==> src/rtl/sync_serial_defs.svh <==
`ifndef SYNC_SERIAL_DEFS_SVH
`define SYNC_SERIAL_DEFS_SVH
`define TXSC_OFFSET 8'h00
`define RCSC_OFFSET 8'h04
`define BAUD_OFFSET 8'h08
`define TXD_OFFSET 8'h0c
`define RXD_OFFSET 8'h10
`define IRQ_OFFSET 8'h14
`define TXSC_CLOCK_SOURCE_MASTER_BIT 7
`define TXSC_TX9_BIT 6
`define TXSC_TRANSMIT_ENABLE_BIT 5
`define TXSC_SYNC_BIT 4
`define TXSC_TRMT_BIT 1
`define TXSC_TRANSMIT_NINTH_BIT_BIT 0
`define RCSC_PORT_ENABLE_BIT 7
`define RCSC_RX9_BIT 6
`define RCSC_SINGLE_RECEIVE_ENABLE_BIT 5
`define RCSC_CONTINUOUS_RECEIVE_ENABLE_BIT 4
`define RCSC_OVERRUN_FLAG_BIT 1
`define RCSC_RECEIVE_NINTH_BIT_BIT 0
`define BAUD_CLOCK_POLARITY_BIT 4
`define BAUD_RCIDL_BIT 6
`define IRQ_TRANSMIT_IRQ_ENABLE_BIT 0
`define IRQ_RECEIVE_IRQ_ENABLE_BIT 1
`define IRQ_PERIPHERAL_IRQ_ENABLE_BIT 2
`define IRQ_GIE_BIT 3
`define IRQ_TXF_BIT 4
`define IRQ_RXF_BIT 5
`define TXSC_RESET 8'h02
`define RCSC_RESET 8'h00
`define BAUD_RESET 8'h00
`define IRQ_RESET 8'h00
`define ISR_VECTOR 16'h0004
`define MASTER_CLK_DIV 8'd8
`endif

==> src/rtl/sync_serial_pkg.sv <==
`default_nettype none
package sync_serial_pkg;
   typedef enum logic [3:0] {
      M_IDLE = 4'b0001,
      M_ADDR = 4'b0010,
      M_DATA = 4'b0100,
      M_DONE = 4'b1000
   } bus_state_e;
   typedef logic [8:0] word_t;
endpackage : sync_serial_pkg
`default_nettype wire

==> src/rtl/sync_serial_if.sv <==
`default_nettype none
interface sync_serial_if;
   logic ck_o;
   logic ck_oe_n;
   logic dt_dev_o;
   logic dt_dev_oe_n;
   logic dt_mst_o;
   logic dt_mst_oe_n;
   logic ck_i;
   logic dt_i;
   modport device (
      input ck_i, dt_i,
      output ck_o, ck_oe_n, dt_dev_o, dt_dev_oe_n
   );
   modport master (
      input ck_i, dt_i,
      output dt_mst_o, dt_mst_oe_n
   );
endinterface : sync_serial_if
`default_nettype wire

==> src/rtl/sync_serial_slave_port.sv <==
// The AHB-Lite register port and the placing of the registers were left to the implementer.
`include "sync_serial_defs.svh"
`default_nettype none
// How it works
// - slave when sync, not master-clock, enabled
// - transmit when both receive enables clear
// - first write loads shifter, second waits
// - shifter drained: load held, set transmit flag
// - transmit flag plus enables wakes device
// - slave receiver never idle while enabled
// - single receive enable ignored by slave receive, still blocks transmit
// - full word moves to buffer, wakes
// - clearing receive or port enable clears overrun
// - only slave mode shifts during sleep
// - shifters clocked by external bit clock
// - master supplies clock and receive data
// - device drives data, master drives clock
// - holding write clears transmit flag
// - data read pops buffer, flag clears when empty
// - wake with global enable vectors 004h
// - ninth bit loaded before low byte
// - transmit starts after enable by write
// - ninth bit read before low byte
// - receive enable set before sleep
// - data changes leading edge, one bit each
// - clock pin driver off in slave
// - two-deep buffer, third sets overrun
// - polarity clear: idle low, rising change
module sync_serial_slave_port
   import sync_serial_pkg::*;
(
   input wire logic hclk,
   input wire logic hresetn,
   input wire logic ce,
   sync_serial_if.device link,
   input wire logic sleep,
   input wire logic hsel,
   input wire logic [31:0] haddr,
   input wire logic [1:0] htrans,
   input wire logic hwrite,
   input wire logic [2:0] hsize,
   input wire logic [31:0] hwdata,
   input wire logic hready,
   output logic [31:0] hrdata,
   output logic hreadyout,
   output logic hresp,
   output logic wake,
   output logic irq_vector_take,
   output logic [15:0] irq_vector
);
   logic [7:0] txsc_r;
   logic [7:0] rcsc_r;
   logic [7:0] baud_r;
   logic [3:0] ien_r;
   logic [7:0] thr_r;
   logic thr9_r;
   logic thr_full_r;
   word_t tsr_r;
   logic [3:0] tcnt_r;
   logic tsr_busy_r;
   logic txf_r;
   word_t rsr_r;
   logic [3:0] rcnt_r;
   word_t fifo_r [0:1];
   logic [1:0] fcnt_r;
   logic rd_ptr_r;
   logic overrun_flag_r;
   logic [1:0] ck_sync_r;
   logic ck_d_r;
   logic [1:0] dt_sync_r;
   logic wr_pend_r;
   logic [7:0] wr_addr_r;
   logic slave, tx_mode, rx_mode, lead, trail, ck_lvl;
   logic bus_wr, bus_rd, rd_rxd, wr_txd, wr_rcsc;
   logic [3:0] nbits;
   assign slave = txsc_r[`TXSC_SYNC_BIT] && !txsc_r[`TXSC_CLOCK_SOURCE_MASTER_BIT] && rcsc_r[`RCSC_PORT_ENABLE_BIT];
   assign tx_mode = slave && !rcsc_r[`RCSC_SINGLE_RECEIVE_ENABLE_BIT] && !rcsc_r[`RCSC_CONTINUOUS_RECEIVE_ENABLE_BIT];
   assign rx_mode = slave && rcsc_r[`RCSC_CONTINUOUS_RECEIVE_ENABLE_BIT];
   // sleep freezes nothing here: external clock keeps shifting
   assign ck_lvl = ck_sync_r[1] ^ baud_r[`BAUD_CLOCK_POLARITY_BIT];
   assign lead = ck_lvl && !ck_d_r;
   assign trail = !ck_lvl && ck_d_r;
   assign bus_wr = hsel && hready && htrans[1] && hwrite;
   assign bus_rd = hsel && hready && htrans[1] && !hwrite;
   assign rd_rxd = bus_rd && haddr[7:0] == `RXD_OFFSET;
   assign wr_txd = wr_pend_r && wr_addr_r == `TXD_OFFSET;
   assign wr_rcsc = wr_pend_r && wr_addr_r == `RCSC_OFFSET;
   assign hreadyout = 1'b1;
   assign hresp = 1'b0;
   assign nbits = 4'd8 + {3'd0, txsc_r[`TXSC_TX9_BIT]};
   assign link.ck_o = 1'b0;
   assign link.ck_oe_n = 1'b1;
   always_ff @(posedge hclk or negedge hresetn) begin
      if (!hresetn) begin
         ck_sync_r <= 2'b00;
         dt_sync_r <= 2'b00;
         ck_d_r <= 1'b0;
      end else if (ce) begin
         ck_sync_r <= {ck_sync_r[0], link.ck_i};
         dt_sync_r <= {dt_sync_r[0], link.dt_i};
         ck_d_r <= ck_lvl;
      end
   end
   always_ff @(posedge hclk or negedge hresetn) begin
      if (!hresetn) begin
         wr_pend_r <= 1'b0;
         wr_addr_r <= 8'h00;
      end else if (ce) begin
         wr_pend_r <= bus_wr;
         wr_addr_r <= haddr[7:0];
      end
   end
   always_ff @(posedge hclk or negedge hresetn) begin
      if (!hresetn) begin
         txsc_r <= `TXSC_RESET;
         rcsc_r <= `RCSC_RESET;
         baud_r <= `BAUD_RESET;
         ien_r <= 4'h0;
      end else if (ce && wr_pend_r) begin
         case (wr_addr_r)
            `TXSC_OFFSET: txsc_r <= hwdata[7:0];
            `RCSC_OFFSET: rcsc_r <= hwdata[7:0];
            `BAUD_OFFSET: baud_r <= hwdata[7:0];
            `IRQ_OFFSET: ien_r <= hwdata[3:0];
            default: ;
         endcase
      end
   end
   // transmit path
   always_ff @(posedge hclk or negedge hresetn) begin
      if (!hresetn) begin
         thr_r <= 8'h00;
         thr9_r <= 1'b0;
         thr_full_r <= 1'b0;
         tsr_r <= 9'h000;
         tcnt_r <= 4'h0;
         tsr_busy_r <= 1'b0;
         txf_r <= 1'b1;
         link.dt_dev_o <= 1'b0;
         link.dt_dev_oe_n <= 1'b1;
      end else if (ce) begin
         link.dt_dev_oe_n <= !(tx_mode && txsc_r[`TXSC_TRANSMIT_ENABLE_BIT]);
         if (!rcsc_r[`RCSC_PORT_ENABLE_BIT]) begin
            thr_full_r <= 1'b0;
            tsr_busy_r <= 1'b0;
            txf_r <= 1'b1;
         end else begin
            if (tsr_busy_r && tcnt_r == 4'h0 && trail) begin
               tsr_busy_r <= 1'b0;
            end else if (tsr_busy_r && lead) begin
               link.dt_dev_o <= tsr_r[0];
               tsr_r <= {1'b0, tsr_r[8:1]};
               tcnt_r <= tcnt_r - 4'h1;
            end
            if (wr_txd && txsc_r[`TXSC_TRANSMIT_ENABLE_BIT]) begin
               thr_r <= hwdata[7:0];
               thr9_r <= txsc_r[`TXSC_TRANSMIT_NINTH_BIT_BIT];
               thr_full_r <= 1'b1;
               txf_r <= 1'b0;
            end else if (thr_full_r && !tsr_busy_r && tx_mode) begin
               tsr_r <= {thr9_r, thr_r};
               tcnt_r <= nbits;
               tsr_busy_r <= 1'b1;
               thr_full_r <= 1'b0;
               txf_r <= 1'b1;
            end
         end
      end
   end
   // receive path
   always_ff @(posedge hclk or negedge hresetn) begin
      if (!hresetn) begin
         rsr_r <= 9'h000;
         rcnt_r <= 4'h0;
         fifo_r[0] <= 9'h000;
         fifo_r[1] <= 9'h000;
         fcnt_r <= 2'd0;
         rd_ptr_r <= 1'b0;
         overrun_flag_r <= 1'b0;
      end else if (ce) begin
         if (!rcsc_r[`RCSC_PORT_ENABLE_BIT]) begin
            fcnt_r <= 2'd0;
            rcnt_r <= 4'h0;
            overrun_flag_r <= 1'b0;
         end else begin
            if (!rx_mode) begin
               rcnt_r <= 4'h0;
            end else if (trail && !overrun_flag_r) begin
               rsr_r <= {dt_sync_r[1], rsr_r[8:1]};
               rcnt_r <= rcnt_r + 4'h1;
            end else if (rcnt_r == (rcsc_r[`RCSC_RX9_BIT] ? 4'd9 : 4'd8)) begin
               rcnt_r <= 4'h0;
               if (fcnt_r == 2'd2 && !(rd_rxd)) begin
                  overrun_flag_r <= 1'b1;
               end else begin
                  fifo_r[rd_ptr_r ^ fcnt_r[0] ^ (rd_rxd ? 1'b1 : 1'b0)] <= rcsc_r[`RCSC_RX9_BIT] ?
                     rsr_r : {1'b0, rsr_r[8:1]};
               end
            end
            if (rd_rxd && fcnt_r != 2'd0) begin
               rd_ptr_r <= !rd_ptr_r;
            end
            fcnt_r <= fcnt_r + {1'b0, (rcnt_r == (rcsc_r[`RCSC_RX9_BIT] ? 4'd9 : 4'd8)) && rx_mode
               && !(trail && !overrun_flag_r) && !(fcnt_r == 2'd2 && !rd_rxd)}
               - {1'b0, rd_rxd && fcnt_r != 2'd0};
            if (wr_rcsc && !hwdata[`RCSC_CONTINUOUS_RECEIVE_ENABLE_BIT]) begin
               overrun_flag_r <= 1'b0;
            end
         end
      end
   end
   always_ff @(posedge hclk or negedge hresetn) begin
      if (!hresetn) begin
         hrdata <= 32'h0000_0000;
      end else if (ce && bus_rd) begin
         case (haddr[7:0])
            `TXSC_OFFSET: hrdata <= {24'h0, txsc_r[7:2], !tsr_busy_r, txsc_r[0]};
            `RCSC_OFFSET: hrdata <= {24'h0, rcsc_r[7:2], overrun_flag_r, fifo_r[rd_ptr_r][8]};
            `BAUD_OFFSET: hrdata <= {24'h0, baud_r[7], !rx_mode, baud_r[5:0]};
            `RXD_OFFSET: hrdata <= {24'h0, fifo_r[rd_ptr_r][7:0]};
            `IRQ_OFFSET: hrdata <= {26'h0, fcnt_r != 2'd0, txf_r, ien_r};
            default: hrdata <= 32'h0000_0000;
         endcase
      end
   end
   logic ev;
   assign ev = ien_r[`IRQ_PERIPHERAL_IRQ_ENABLE_BIT] && ((ien_r[`IRQ_TRANSMIT_IRQ_ENABLE_BIT] && txf_r) ||
      (ien_r[`IRQ_RECEIVE_IRQ_ENABLE_BIT] && fcnt_r != 2'd0));
   always_ff @(posedge hclk or negedge hresetn) begin
      if (!hresetn) begin
         wake <= 1'b0;
         irq_vector_take <= 1'b0;
      end else if (ce) begin
         wake <= sleep && ev;
         irq_vector_take <= ev && ien_r[`IRQ_GIE_BIT];
      end
   end
   assign irq_vector = `ISR_VECTOR;
endmodule : sync_serial_slave_port
`default_nettype wire

==> src/flat_wrapper.sv <==
// flat-port wrapper written by rule: the top's interface ports become plain ports
module sync_serial_slave_port_flat import sync_serial_pkg::*;
  (hclk, hresetn, ce, sleep, hsel, haddr, htrans, hwrite, hsize, hwdata, hready, hrdata, hreadyout, hresp, wake, irq_vector_take, irq_vector, link_ck_i, link_dt_i, link_ck_o, link_ck_oe_n, link_dt_dev_o, link_dt_dev_oe_n);
  sync_serial_if link_i ();
  input wire logic hclk;
  input wire logic hresetn;
  input wire logic ce;
  input wire logic sleep;
  input wire logic hsel;
  input wire logic [31:0] haddr;
  input wire logic [1:0] htrans;
  input wire logic hwrite;
  input wire logic [2:0] hsize;
  input wire logic [31:0] hwdata;
  input wire logic hready;
  output logic [31:0] hrdata;
  output logic hreadyout;
  output logic hresp;
  output logic wake;
  output logic irq_vector_take;
  output logic [15:0] irq_vector;
  input wire logic [$bits(link_i.ck_i)-1:0] link_ck_i;
  input wire logic [$bits(link_i.dt_i)-1:0] link_dt_i;
  output wire logic [$bits(link_i.ck_o)-1:0] link_ck_o;
  output wire logic [$bits(link_i.ck_oe_n)-1:0] link_ck_oe_n;
  output wire logic [$bits(link_i.dt_dev_o)-1:0] link_dt_dev_o;
  output wire logic [$bits(link_i.dt_dev_oe_n)-1:0] link_dt_dev_oe_n;
  assign link_i.ck_i = link_ck_i;
  assign link_i.dt_i = link_dt_i;
  assign link_ck_o = link_i.ck_o;
  assign link_ck_oe_n = link_i.ck_oe_n;
  assign link_dt_dev_o = link_i.dt_dev_o;
  assign link_dt_dev_oe_n = link_i.dt_dev_oe_n;
  sync_serial_slave_port u_core (.hclk(hclk), .hresetn(hresetn), .ce(ce), .link(link_i), .sleep(sleep), .hsel(hsel), .haddr(haddr), .htrans(htrans), .hwrite(hwrite), .hsize(hsize), .hwdata(hwdata), .hready(hready), .hrdata(hrdata), .hreadyout(hreadyout), .hresp(hresp), .wake(wake), .irq_vector_take(irq_vector_take), .irq_vector(irq_vector));
endmodule
==> config.mk <==
export PLATFORM = sky130hd
export DESIGN_NAME = sync_serial_slave_port_flat
export DESIGN_NICKNAME = d
export VERILOG_FILES = /design/src/rtl/sync_serial_pkg.sv /design/src/rtl/sync_serial_if.sv /design/src/rtl/sync_serial_slave_port.sv /design/src/flat_wrapper.sv
export VERILOG_INCLUDE_DIRS = /design/src /design/src/rtl
export SDC_FILE = /design/constraint.sdc
export NUM_CORES = 1
export LEC_CHECK = 0
export BUFFER_PORTS_ARGS = -buffer_cell sky130_fd_sc_hd__buf_2
export CELL_PAD_IN_SITES_DETAIL_PLACEMENT = 0
export CELL_PAD_IN_SITES_GLOBAL_PLACEMENT = 2
export CORE_MARGIN = 2
export CORE_UTILIZATION = 38
export CTS_BUF_LIST = sky130_fd_sc_hd__clkbuf_4 sky130_fd_sc_hd__clkbuf_8
export CTS_CLUSTER_SIZE = 16
export DETAILED_ROUTE_END_ITERATION = 8
export PLACE_DENSITY = 0.83
export SLEW_MARGIN = 10
export SYNTH_ARGS = -nofsm -noshare
export SYNTH_HDL_FRONTEND = slang
export SYNTH_SLANG_ARGS = --single-unit
==> constraint.sdc <==
create_clock -name hclk -period 4.8 [get_ports hclk]
set_clock_uncertainty 0.1 [all_clocks]
set_input_delay 0.96 -clock hclk [delete_from_list [all_inputs] [get_ports hclk]]
set_output_delay 0.96 -clock hclk [all_outputs]
set_load 0.01 [all_outputs]
==> impl_metrics.json <==
{
  "status": "completed",
  "ir_drop_v": 0.000204,
  "cts_buffers": 9,
  "clockBufferDepth": 2,
  "p_comb_share_pct": 8.0,
  "path_class": "in2reg",
  "post-synth-top-area-cell": "dfrtp_1",
  "overflow": 0,
  "max-cap-violations": 0,
  "postRouteAntennaNets": 0,
  "cts_tree": "built",
  "fill_cells": 1323,
  "final_hold_viol_count": 0,
  "clkTransAtPathRegs_ps": 110,
  "grt_pass1_wl_um": 18900,
  "clkPwrFrac_pct": 33.5,
  "rsz0062_at_grt": "false",
  "multi_input_area_um2": 2400,
  "required_ps": 4980,
  "antenna_found_initial": 0,
  "via_per_inst": 5.17,
  "synth_area_um2": 5480,
  "cts_setup_buffers": 0,
  "p_per_area_nw_per_um2": 284,
  "finalCriticalPeriod_ps": 3220,
  "final-setup-viol-count": 0,
  "final_core_util_pct": 42.0,
  "drc_errors": 0,
  "tightest_slew_ps": 1090,
  "grt_pass1_vias": 3500,
  "wire_per_inst_um": 17.1,
  "core_area_um2": 14000,
  "ys_ff_latch": 110,
  "ys.flop_type": "dfrtp_1",
  "die_w_um": 124,
  "cts.repair.resized": 0,
  "p_seq_share_pct": 58.5,
  "end_kind": "register",
  "leakagePower_uw": 0.00282,
  "synth_edf_count": 0,
  "fin_nets": 592,
  "tns_ps": 0,
  "ys_types": 52,
  "ios": 134,
  "initialDrtViolationCount": 258,
  "critical-path-slowest-cell": "or4b_1",
  "start_util_pct": 39.2,
  "relSlewSlack_pct": 27.3,
  "intPower_uw": 1220,
  "dpl.hpwl_um": 8470,
  "routabilityCongestion": 0.800,
  "fin_crit_sh_pct": 67.0,
  "dieArea_um2": 15400,
  "area_growth_pct": 7.14,
  "syn_avg_cell_area_um2": 11.5,
  "final_cells": 694,
  "arrival_ps": 3400,
  "crit_family": "simple AND/OR/NAND/NOR gates",
  "syn_inst": 477,
  "crit_chain": "buf_2 > or4_4 > nand4bb_4 > and3_4 > or4b_1 > mux2_4",
  "drive_above_1_share_pct": 29.4,
  "chipHeight_um": 124,
  "synthTopCellsByArea": "dfrtp_1 (49%), mux2_2 (15%), buf_4 (6.0%)",
  "cts_root_buffer": "clkbuf_8",
  "yosys.area.top_type_share_pct": 49.3,
  "clock_latency_ps": 390,
  "num_vias": 3585,
  "grt_max_degree": 87,
  "p_sw_uw": 448,
  "dp.cells": 678,
  "routed_wl_um": 11900,
  "ys_seq_area_share_pct": 50.3,
  "grt_usage_pct": 16.3,
  "crit_buf_inv": 1,
  "synthArstFlopShare_pct": 100,
  "swShare_pct": 26.8,
  "start_kind": "input port",
  "htreeDepth": 3,
  "first_pass_iters": 4,
  "synth_warnings": 0,
  "ctsHoldBuffers": 0,
  "cpPeakStageDelay_ps": 840,
  "slew_viol_final": 0,
  "fmax_ghz": 0.311,
  "rows": 43,
  "critPathMaxFanout": 9,
  "hp-class": "reg2reg",
  "seqCellArea_um2": 2760,
  "cts_sinks": 110,
  "diodes": 0,
  "port-buffer-count": 37
}
==> kinds of logic after synthesis <==
family                     synth area share [%]
muxes                                      19.3
other                                     0.137
buffers and inverters                      8.83
AOI/OAI and AO/OA                          8.51
and+or+nand+nor                            10.4
xor gates and xnor gates                   1.44
adders and majority gates                  1.14
DFF                                        50.3
==> stage by stage <==
stage / instance area [um^2] / hold slack [ps] / power (uW) / setup WS (ps)
detailed placement: 5680 / 374 / 1130 / 1190
floorplan: 5640 / 335 / 1090 / 1660
finish: 5870 / 393 / 1670 / 1580
CTS: 5870 / 397 / 1690 / 1610
global route: 5870 / 428 / 1750 / 1570
global placement: 5680 / 364 / 1130 / 1190
==> area by class of cell <==
cell class / count / area share, %
Inverter: 21 / 1.34
Clock buffer: 11 / 2.47
Tap cell: 180 / 3.83
Timing Repair Buffer: 41 / 3.71
Sequential cell: 110 / 46.9
Multi-Input combinational cell: 326 / 40.9
Clock inverter: 5 / 0.873
==> worst reg2reg max path: cells and delay by family (launching register included) <==
kind / cells / cell delay, ps
compound gates: 1 / 300
flops: 1 / 590
mux: 1 / 420
simple gates: 3 / 1220
==> worst paths after layout <==
path,from,endpoint,slack [ps],depth (start not counted)
setup / recovery,haddr[3],u_core.fifo_r[3],1580,6
hold reg to reg,u_core.link.dt_dev_o,u_core.link.dt_dev_o,390,2
max in group asynchronous,hresetn,u_core.txf_r,2950,2
setup reg to reg,u_core.rcsc_r[7],u_core.fifo_r[3],2080,5
min in group asynchronous,hresetn,u_core.dt_sync_r[0],650,1
hold / removal,u_core.link.dt_dev_o,u_core.link.dt_dev_o,390,2
==> routing by layer <==
layer	GRT usage, %	wire length, um
met1	22.9	5620
met2	25.2	5530
met3	2.70	432
met4	6.53	270
met5	0	0
==> cells in the mapped netlist, drive strengths merged, types with 3 or more instances <==
master and n:
or4b 3, ha 5, and3 6, o21ai 16, a22o 3, a22oi 7
a21oi 16, mux2 84, mux2i 8, nor4 5, nand3 9, nor2 25
nand2b 3, nor3 8, dfrtp 108, a31oi 7, buf 48, xnor2 6
o22ai 14, nand2 21, clkbuf 14, a211oi 6, xor2 3, inv 20
==> cell usage in the layout, fill, tap and decap left out, drive strengths merged, types with 5 or more instances in the layout <==
| master | netlist | final |
|---|---|---|
| a211oi | 6 | 6 |
| a21oi | 16 | 16 |
| o22ai | 14 | 14 |
| buf | 48 | 41 |
| dfrtp | 108 | 108 |
| nor2 | 25 | 25 |
| nor3 | 8 | 8 |
| o21ai | 16 | 16 |
| clkbuf | 14 | 11 |
| inv | 20 | 23 |
| nand3 | 9 | 9 |
| ha | 5 | 5 |
| a22oi | 7 | 7 |
| conb | 2 | 44 |
| mux2 | 84 | 84 |
| and3 | 6 | 6 |
| xnor2 | 6 | 6 |
| a31oi | 7 | 7 |
| nor4 | 5 | 5 |
| mux2i | 8 | 8 |
| nand2 | 21 | 21 |
==> flip-flops by register name, summed over array words and instances (netlist names), 2 cells and up <==
| register | count |
|---|---|
| u_core.rsr_r | 9 |
| u_core.ien_r | 4 |
| u_core.rcsc_r | 6 |
| u_core.fifo_r | 18 |
| u_core.dt_sync_r | 2 |
| u_core.tsr_r | 9 |
| u_core.hrdata | 8 |
| u_core.txsc_r | 7 |
| u_core.thr_r | 8 |
| u_core.baud_r | 7 |
| u_core.wr_addr_r | 8 |
| u_core.ck_sync_r | 2 |
| u_core.tcnt_r | 4 |
| u_core.fcnt_r | 2 |
| u_core.rcnt_r | 4 |
==> power groups by stage <==
stage / combinational (uW) / sequential (uW) / clock, uW
after floorplan: 93.4 / 995 / 0
after global placement: 133 / 994 / 0
after detailed placement: 136 / 995 / 0
after CTS: 137 / 977 / 578
after global routing: 152 / 981 / 613
final: 134 / 977 / 559
(Power assumes the default switching activity.)
